--- src/design/rorr_pkg.sv ---
// How it works
// - override bit 0 of 0x02 selects register power-down, else the pin governs
// - bit 3 of 0x06 enables register control of channels in slave mode
// - in slave mode, swing, de-emphasis and boost writes take effect only while enable bit is set
// - writing bit 6 of 0x07 returns all registers to defaults, bit self-clears
// - writing bit 5 of 0x07 resets the master state machine, bit self-clears
// - bit 6 of 0x08 selects register threshold, else the pin sets it
// - bit 3 of 0x08 selects register receiver-detect, else the pin selects it
// - per-channel power-down register, one bit per channel, 1 powers down
// - receiver-detect code 00 is high impedance, 11 is fixed 50 ohm termination
package rorr_pkg;
    // ==========================================
    // register offsets
    localparam logic [7:0] ADDR_CHAN_PD = 8'h01;
    localparam logic [7:0] ADDR_PD_OVR = 8'h02;
    localparam logic [7:0] ADDR_SPARE_A = 8'h03;
    localparam logic [7:0] ADDR_SPARE_B = 8'h04;
    localparam logic [7:0] ADDR_SPARE_C = 8'h05;
    localparam logic [7:0] ADDR_SLAVE_CTRL = 8'h06;
    localparam logic [7:0] ADDR_SOFT_RST = 8'h07;
    localparam logic [7:0] ADDR_PIN_OVR = 8'h08;
    // ==========================================
    // reset values
    localparam logic [7:0] RST_CHAN_PD = 8'h00;
    localparam logic [7:0] RST_PD_OVR = 8'h00;
    localparam logic [7:0] RST_SPARE = 8'h00;
    localparam logic [7:0] RST_SLAVE_CTRL = 8'h10;
    localparam logic [7:0] RST_SOFT_RST = 8'h01;
    localparam logic [7:0] RST_PIN_OVR = 8'h00;
    // ==========================================
    // field positions
    localparam int BIT_PD_OVR = 0;
    localparam int BIT_REG_EN = 3;
    localparam int BIT_RST_REGS = 6;
    localparam int BIT_RST_MASTER = 5;
    localparam int BIT_SDTH_OVR = 6;
    localparam int BIT_RX_DETECT_OVR = 3;
    // soft reset register keeps only these bits; the two reset bits self-clear
    localparam logic [7:0] SOFT_RST_KEEP = 8'h9f;
    // receiver-detect codes
    localparam logic [1:0] RX_DETECT_HIZ = 2'h0;
    localparam logic [1:0] RX_DETECT_FIXED50 = 2'h3;

    typedef struct packed {
        logic [7:0] chan_pd;
        logic [7:0] pd_ovr;
        logic [7:0] spare_a;
        logic [7:0] spare_b;
        logic [7:0] spare_c;
        logic [7:0] slave_ctrl;
        logic [7:0] soft_rst;
        logic [7:0] pin_ovr;
    } rorr_regs_t;

    typedef struct packed {
        logic [7:0] swing;
        logic [7:0] deemph;
        logic [7:0] boost;
    } rorr_chan_cfg_t;
endpackage

--- src/design/rorr_regs.sv ---
`timescale 1ns/1ps
module rorr_regs
    import rorr_pkg::*;
#(
    parameter int NUM_CH = 8
)(
    // clock and reset
    input wire logic ref_clk_in,
    input wire logic arst_n_in,
    // register port from the smbus slave
    input wire logic wr_en_in,
    input wire logic [7:0] addr_in,
    input wire logic [7:0] wdata_in,
    output logic [7:0] rdata_out,
    // channel settings write port
    input wire logic cfg_wr_in,
    input wire logic [2:0] cfg_ch_in,
    input wire rorr_chan_cfg_t cfg_in,
    // device pins
    input wire logic [NUM_CH-1:0] pin_power_down_in,
    input wire logic [1:0] pin_sd_threshold_in,
    input wire logic [1:0] pin_rx_detect_in,
    input wire logic slave_mode_in,
    // register-side values of neighbouring controls
    input wire logic [1:0] reg_sd_threshold_in,
    input wire logic [2*NUM_CH-1:0] reg_rx_detect_in,
    // effective controls
    output logic [NUM_CH-1:0] channel_power_down_out,
    output logic [1:0] signal_detect_threshold_out,
    output logic [2*NUM_CH-1:0] receiver_detect_select_out,
    output logic [NUM_CH-1:0] rx_hiz_out,
    output logic [NUM_CH-1:0] rx_term50_out,
    output rorr_chan_cfg_t [NUM_CH-1:0] chan_cfg_out,
    output logic master_reset_out
);
    // ==========================================
    // pin synchronisers
    logic [NUM_CH+3:0] pin_s1_q, pin_s2_q, pin_s1_d;
    assign pin_s1_d = {pin_power_down_in, pin_sd_threshold_in, pin_rx_detect_in};
    always_ff @(posedge ref_clk_in or negedge arst_n_in)
    begin
        if (!arst_n_in)
        begin
            pin_s1_q <= '0;
            pin_s2_q <= '0;
        end
        else
        begin
            pin_s1_q <= pin_s1_d;
            pin_s2_q <= pin_s1_q;
        end
    end
    logic [NUM_CH-1:0] pin_pd_s;
    logic [1:0] pin_sd_s, pin_rx_s;
    assign pin_pd_s = pin_s2_q[NUM_CH+3:4];
    assign pin_sd_s = pin_s2_q[3:2];
    assign pin_rx_s = pin_s2_q[1:0];

    // ==========================================
    // register bank
    rorr_regs_t regs_q, regs_d;
    logic mrst_q, mrst_d;
    logic sw_rst;
    assign sw_rst = wr_en_in && addr_in == ADDR_SOFT_RST && wdata_in[BIT_RST_REGS];

    always_comb
    begin
        regs_d = regs_q;
        mrst_d = 1'b0;
        if (sw_rst)
        begin
            // all bank registers back to defaults in one cycle
            regs_d.chan_pd = RST_CHAN_PD;
            regs_d.pd_ovr = RST_PD_OVR;
            regs_d.spare_a = RST_SPARE;
            regs_d.spare_b = RST_SPARE;
            regs_d.spare_c = RST_SPARE;
            regs_d.slave_ctrl = RST_SLAVE_CTRL;
            regs_d.soft_rst = RST_SOFT_RST;
            regs_d.pin_ovr = RST_PIN_OVR;
        end
        else if (wr_en_in)
        begin
            case (addr_in)
                ADDR_CHAN_PD: regs_d.chan_pd = wdata_in;
                ADDR_PD_OVR: regs_d.pd_ovr = wdata_in;
                ADDR_SPARE_A: regs_d.spare_a = wdata_in;
                ADDR_SPARE_B: regs_d.spare_b = wdata_in;
                ADDR_SPARE_C: regs_d.spare_c = wdata_in;
                ADDR_SLAVE_CTRL: regs_d.slave_ctrl = wdata_in;
                // reset bits are never stored, so they read back zero
                ADDR_SOFT_RST: regs_d.soft_rst = wdata_in & SOFT_RST_KEEP;
                ADDR_PIN_OVR: regs_d.pin_ovr = wdata_in;
                default: regs_d = regs_q;
            endcase
        end
        if (wr_en_in && addr_in == ADDR_SOFT_RST && wdata_in[BIT_RST_MASTER])
        begin
            mrst_d = 1'b1;
        end
    end

    always_ff @(posedge ref_clk_in or negedge arst_n_in)
    begin
        if (!arst_n_in)
        begin
            regs_q <= {RST_CHAN_PD, RST_PD_OVR, RST_SPARE, RST_SPARE, RST_SPARE,
                       RST_SLAVE_CTRL, RST_SOFT_RST, RST_PIN_OVR};
            mrst_q <= 1'b0;
        end
        else
        begin
            regs_q <= regs_d;
            mrst_q <= mrst_d;
        end
    end
    assign master_reset_out = mrst_q;

    // ==========================================
    // read mux, unmapped offsets read zero
    logic [7:0] rdata_d, rdata_q;
    always_comb
    begin
        case (addr_in)
            ADDR_CHAN_PD: rdata_d = regs_q.chan_pd;
            ADDR_PD_OVR: rdata_d = regs_q.pd_ovr;
            ADDR_SPARE_A: rdata_d = regs_q.spare_a;
            ADDR_SPARE_B: rdata_d = regs_q.spare_b;
            ADDR_SPARE_C: rdata_d = regs_q.spare_c;
            ADDR_SLAVE_CTRL: rdata_d = regs_q.slave_ctrl;
            ADDR_SOFT_RST: rdata_d = regs_q.soft_rst;
            ADDR_PIN_OVR: rdata_d = regs_q.pin_ovr;
            default: rdata_d = 8'h00;
        endcase
    end
    always_ff @(posedge ref_clk_in or negedge arst_n_in)
    begin
        if (!arst_n_in)
            rdata_q <= 8'h00;
        else
            rdata_q <= rdata_d;
    end
    assign rdata_out = rdata_q;

    // ==========================================
    // channel settings, gated by the slave enable bit
    rorr_chan_cfg_t [NUM_CH-1:0] cfg_q, cfg_d;
    logic cfg_allow;
    assign cfg_allow = !slave_mode_in || regs_q.slave_ctrl[BIT_REG_EN];
    always_comb
    begin
        cfg_d = cfg_q;
        if (cfg_wr_in && cfg_allow)
            cfg_d[cfg_ch_in] = cfg_in;
    end
    always_ff @(posedge ref_clk_in or negedge arst_n_in)
    begin
        if (!arst_n_in)
            cfg_q <= '0;
        else
            cfg_q <= cfg_d;
    end
    assign chan_cfg_out = cfg_q;

    // ==========================================
    // pin versus register selection
    // registered: the controls settle one cycle after the register or synced pin
    logic [NUM_CH-1:0] pd_eff_q, pd_eff_d;
    logic [1:0] sd_eff_q, sd_eff_d;
    logic [2*NUM_CH-1:0] rx_sel_q, rx_sel_d;
    logic [NUM_CH-1:0] hiz_q, hiz_d, term50_q, term50_d;
    always_comb
    begin
        pd_eff_d = regs_q.pd_ovr[BIT_PD_OVR] ? regs_q.chan_pd : pin_pd_s;
        sd_eff_d = regs_q.pin_ovr[BIT_SDTH_OVR] ? reg_sd_threshold_in : pin_sd_s;
    end
    genvar g;
    generate
        for (g = 0; g < NUM_CH; g++)
        begin : g_ch
            logic [1:0] sel;
            assign sel = regs_q.pin_ovr[BIT_RX_DETECT_OVR] ?
                reg_rx_detect_in[2*g +: 2] : pin_rx_s;
            assign rx_sel_d[2*g +: 2] = sel;
            assign hiz_d[g] = sel == RX_DETECT_HIZ;
            assign term50_d[g] = sel == RX_DETECT_FIXED50;
        end
    endgenerate
    always_ff @(posedge ref_clk_in or negedge arst_n_in)
    begin
        if (!arst_n_in)
        begin
            pd_eff_q <= '0;
            sd_eff_q <= '0;
            rx_sel_q <= '0;
            // synced pins are zero in reset, which decodes as high impedance
            hiz_q <= '1;
            term50_q <= '0;
        end
        else
        begin
            pd_eff_q <= pd_eff_d;
            sd_eff_q <= sd_eff_d;
            rx_sel_q <= rx_sel_d;
            hiz_q <= hiz_d;
            term50_q <= term50_d;
        end
    end
    assign channel_power_down_out = pd_eff_q;
    assign signal_detect_threshold_out = sd_eff_q;
    assign receiver_detect_select_out = rx_sel_q;
    assign rx_hiz_out = hiz_q;
    assign rx_term50_out = term50_q;

    // ==========================================
    // checks
    a_pd_override: assert property (@(posedge ref_clk_in) disable iff (!arst_n_in)
        regs_q.pd_ovr[BIT_PD_OVR] |=> channel_power_down_out == $past(regs_q.chan_pd))
        else $error("power-down not taken from register");
    a_soft_reset_defaults: assert property (@(posedge ref_clk_in) disable iff (!arst_n_in)
        sw_rst |=> regs_q.slave_ctrl == RST_SLAVE_CTRL && regs_q.soft_rst == RST_SOFT_RST)
        else $error("soft reset did not restore defaults");
    a_reset_bits_clear: assert property (@(posedge ref_clk_in) disable iff (!arst_n_in)
        regs_q.soft_rst[BIT_RST_REGS] == 1'b0 && regs_q.soft_rst[BIT_RST_MASTER] == 1'b0)
        else $error("reset bit stayed set");
    a_master_pulse: assert property (@(posedge ref_clk_in) disable iff (!arst_n_in)
        master_reset_out |=> !master_reset_out || $past(mrst_d))
        else $error("master reset did not self-clear");
    a_cfg_gated: assert property (@(posedge ref_clk_in) disable iff (!arst_n_in)
        slave_mode_in && !regs_q.slave_ctrl[BIT_REG_EN] |=> $stable(cfg_q))
        else $error("channel setting changed while disabled");
    a_sdth_select: assert property (@(posedge ref_clk_in) disable iff (!arst_n_in)
        !regs_q.pin_ovr[BIT_SDTH_OVR] |=> signal_detect_threshold_out == $past(pin_sd_s))
        else $error("threshold not from pin");
    a_rx_detect_select: assert property (@(posedge ref_clk_in) disable iff (!arst_n_in)
        !regs_q.pin_ovr[BIT_RX_DETECT_OVR] |=>
            receiver_detect_select_out[1:0] == $past(pin_rx_s))
        else $error("receiver detect not from pin");
    a_chan_pd_write: assert property (@(posedge ref_clk_in) disable iff (!arst_n_in)
        wr_en_in && addr_in == ADDR_CHAN_PD && !sw_rst |=> regs_q.chan_pd == $past(wdata_in))
        else $error("power-down register not written");
    a_enable_cfg: assert property (@(posedge ref_clk_in) disable iff (!arst_n_in)
        cfg_wr_in && regs_q.slave_ctrl[BIT_REG_EN] |=>
            cfg_q[$past(cfg_ch_in)] == $past(cfg_in))
        else $error("enabled setting write lost");
    a_term_code: assert property (@(posedge ref_clk_in) disable iff (!arst_n_in)
        rx_hiz_out[0] |-> !rx_term50_out[0] && receiver_detect_select_out[1:0] == RX_DETECT_HIZ)
        else $error("receiver detect decode wrong");
endmodule // rorr_regs

--- config.mk ---
export PLATFORM = sky130hd
export DESIGN_NAME = rorr_regs
export DESIGN_NICKNAME = d
export VERILOG_FILES = /design/src/design/rorr_pkg.sv /design/src/design/rorr_regs.sv
export SDC_FILE = /design/constraint.sdc
export NUM_CORES = 1
export LEC_CHECK = 0
export BUFFER_PORTS_ARGS = -buffer_cell sky130_fd_sc_hd__buf_4
export CAP_MARGIN = 20
export CELL_PAD_IN_SITES_DETAIL_PLACEMENT = 2
export CELL_PAD_IN_SITES_GLOBAL_PLACEMENT = 2
export CORE_AREA = 2 2 183 185
export DETAILED_ROUTE_END_ITERATION = 8
export DIE_AREA = 0 0 185 187
export PLACE_DENSITY_LB_ADDON = 0.1
export SLEW_MARGIN = 20
export SYNTH_ARGS = -nofsm -noshare
export SYNTH_HDL_FRONTEND = slang
export SYNTH_SLANG_ARGS = --single-unit
--- constraint.sdc ---
create_clock -name ref_clk_in -period 4.3 [get_ports ref_clk_in]
set_input_delay 0 -clock ref_clk_in [delete_from_list [all_inputs] [get_ports ref_clk_in]]
set_output_delay 0 -clock ref_clk_in [all_outputs]
set_load 0.005 [all_outputs]
==> results.json <==
{
  "status": "completed",
  "grt_pass1_wl_mm": 60.9,
  "vdd_ir_drop_max_mv": 0.309,
  "power_switching_mw": 2.18,
  "leakage_nw": 8.49,
  "hold_depth": 4,
  "place.detailed.hpwl_mm": 25.5,
  "wl_per_cell_microns": 22.6,
  "finalSetupViolations": 0,
  "clk_latency_ps": 510,
  "skew_ps": 12.4,
  "grt_pass1_vias": 9698,
  "final_cells": 1735,
  "nets": 1339,
  "drv_cap": 0,
  "area_growth_pct": 38.1,
  "grt_antenna_before_repair": 0,
  "r2r-start": "regs_q[19]",
  "worstSetupPathType": "in -> reg",
  "viasPerCell": 4.95,
  "die_area_sq_um": 34600,
  "netSwitchingFraction_pct": 25.5,
  "synth_cells": 865,
  "cts_setup_buffers": 0,
  "hp-class": "in -> reg",
  "wirelength_mm": 39.3,
  "ys_seq_area_share_pct": 65.6,
  "slew_viol_final": 0,
  "die-height_microns": 187,
  "synth-seq-cells": 329,
  "num_io_pins": 321,
  "grt_usage_pct": 23.0,
  "dr.pass1.iters": 4,
  "cts_sinks": 329,
  "diodes": 0,
  "cts_buffers": 37,
  "dr.first_iter.drc_count": 345,
  "drive_gt1_share_pct": 48.5,
  "tns_ps": 0,
  "root_buffer": "clkbuf_16",
  "grt_start_max_net_pins": 103,
  "min_delay_worst_endpoint": "rdata_out[3]",
  "end_kind": "flop",
  "cts_max_path_buffers": 3,
  "clk_pin_slew_ps": 60,
  "power.internal_mw": 6.37,
  "power_density_nw_per_um2": 493,
  "num_rows": 67,
  "crit_fanout": 35,
  "rr_endpoint": "chan_cfg_out[179]",
  "synth_cell_type_count": 39,
  "worstMarginPinSlew_ps": 837,
  "synth_fp_nets": 943,
  "placed_cells": 1599,
  "place.port_buffers": 320,
  "power.total_mw": 8.55,
  "via_count": 8580,
  "ant_nets": 0,
  "syn-mean-instance-area_sq_um": 14.5,
  "relSlewSlack_pct": 43.8,
  "pre_cts_slack_ps": 1490,
  "syn_area_sq_um": 12600,
  "max_freq_ghz": 0.351,
  "hold_viol": 0,
  "post-route-drc-count": 0,
  "finish.utilization_pct": 52.8,
  "cts_tree": "yes",
  "grt_setup_unrepaired": "no",
  "power_frac_seq_pct": 45.1,
  "placed_area_sq_um": 15500,
  "worst_r2r_path_depth": 5,
  "combPwrFrac_pct": 18.9,
  "worst_slack_ps": 1450,
  "hold_slack_ps": 29.8,
  "gp_congestion": 0.715,
  "coreArea_sq_um": 32900,
  "crit_path_start_kind": "input pin",
  "cp.arrival_ps": 3230,
  "hp-start": "addr_in[3]",
  "initial_core_util_pct": 38.3,
  "fin_area_sq_um": 17400,
  "clock_power_share_pct": 35.9,
  "crit_required_ps": 4680,
  "ff2ff_setup_slack_ps": 1910,
  "die_w_microns": 185,
  "period_minus_slack_ps": 2850,
  "fin_crit_sh_pct": 66.2,
  "ys.warnings.count": 0,
  "grt_overflow": 0,
  "htree_num_levels": 2
}
[cell families (layout without fill, tap and decap cells)]
family | Yosys count | after routing | share of synthesized area (%)
flip-flops | 329 | 329 | 65.6
multiplexers | 267 | 267 | 23.4
AO/OA/AOI/OAI | 45 | 45 | 2.49
AND/OR/NAND/NOR | 168 | 168 | 6.65
buffers and inverters | 56 | 478 | 1.84
[metal layers]
| metal | share of wire [%] | vias up | track usage, % |
|---|---|---|---|
| li1 | - | 3804 | - |
| met1 | 41 | 4477 | 28.8 |
| met2 | 50 | 247 | 39.6 |
| met3 | 6.3 | 52 | 5.55 |
| met4 | 2.6 | 0 | 6.29 |
| met5 | 0 | - | 0 |
[flip-flops by register name, indices dropped and copies added (netlist names), 12 cells and up]
register / flops
chan_cfg_out: 192
regs_q: 62
receiver_detect_select_out: 16
pin_s1_q: 12
pin_s2_q: 12
[placed cells by master, fill, tap and decap left out, drive strengths merged, types with 2 or more instances in the layout]
master,netlist,layout
dfrtp,319,319
a211o,6,6
nand3,3,3
mux2i,57,57
nor2b,9,9
buf,13,334
nor2,76,76
a21oi,3,3
dlygate4sd3,0,71
o21ai,9,9
nor3,3,3
nor4,2,2
and2,10,10
clkinv,0,4
nand4,3,3
nand2,43,43
mux2,209,209
nand2b,6,6
dfstp,10,10
a211oi,2,2
inv,8,10
clkinvlp,0,2
a22oi,15,15
clkbuf,35,56
o22ai,7,7
nand3b,7,7
[area by class of cell]
class | count | area (sq um)
Fill cell | 3078 | 15500
Sequential cell | 329 | 8250
Multi-Input combinational cell | 480 | 4100
Timing Repair Buffer | 405 | 3250
Clock buffer | 56 | 1100
Tap cell | 448 | 561
Clock inverter | 9 | 82.6
Inverter | 8 | 30.0
[repair_timing]
item,CTS,global route
endpoints found under the hold margin,401,0
hold buffers,71,0
resized for setup,0,0
[cells in the mapped netlist]
cell type / n / area (sq um)
and3_1: 1 / 6.26
nor3_2: 1 / 10.0
nand4b_1: 1 / 8.76
dfrtp_1: 319 / 7980
nand3_1: 3 / 15.0
nand4_1: 3 / 18.8
a211oi_1: 2 / 15.0
nand3b_1: 7 / 52.6
or4_4: 1 / 11.3
mux2i_1: 57 / 571
nand2b_1: 6 / 37.5
nor4_4: 2 / 42.5
a22oi_1: 15 / 113
and2_1: 10 / 62.6
nor4bb_1: 1 / 10.0
nor3_4: 1 / 16.3
nor3_1: 1 / 5.00
a32o_1: 1 / 10.0
a221oi_1: 1 / 8.76
buf_1: 3 / 11.3
mux4_2: 1 / 22.5
o22ai_1: 7 / 43.8
nor3b_1: 1 / 7.51
buf_4: 1 / 7.51
a21oi_1: 3 / 15.0
nor2_2: 8 / 50.1
buf_2: 8 / 40.0
buf_6: 1 / 11.3
nand2_1: 43 / 161
o21ai_0: 9 / 45.0
a211o_1: 6 / 52.6
inv_1: 8 / 30.0
a222oi_1: 1 / 10.0
nor2_1: 68 / 255
clkbuf_1: 35 / 131
and4_1: 1 / 8.76
dfstp_2: 10 / 263
nor2b_1: 9 / 56.3
mux2_2: 209 / 2350
[critical path, stage by stage]
cell and delay (ps):
dlygate4sd3_1 540, buf_4 150, or4_4 600, nor3_2 630, and2_2 810, buf_4 400, nor2_1 90
[how the worst max path moves through the flow]
| stage | startpoint | endpoint | slack, ps |
|---|---|---|---|
| 3_3_place_gp | addr_in[5] | regs_q[61] | 1550 |
| 3_5_place_dp | addr_in[5] | regs_q[33] | 1490 |
| 2_1_floorplan | regs_q[19] | chan_cfg_out[145] | 2470 |
| 5_1_grt | addr_in[5] | regs_q[1] | 1240 |
| 4_1_cts | addr_in[5] | regs_q[56] | 1460 |
| 6_report | addr_in[5] | regs_q[1] | 1450 |
[power by group through the flow]
stage	logic [mW]	registers (mW)	clock network, mW
finish	1.62	3.86	3.07
global route	1.75	3.92	3.28
CTS	1.64	3.86	3.16
detailed placement	1.57	3.90	0
global placement	1.52	3.87	0
floorplan	0.476	3.89	0
No activity file was read; power rests on OpenSTA's default activity.
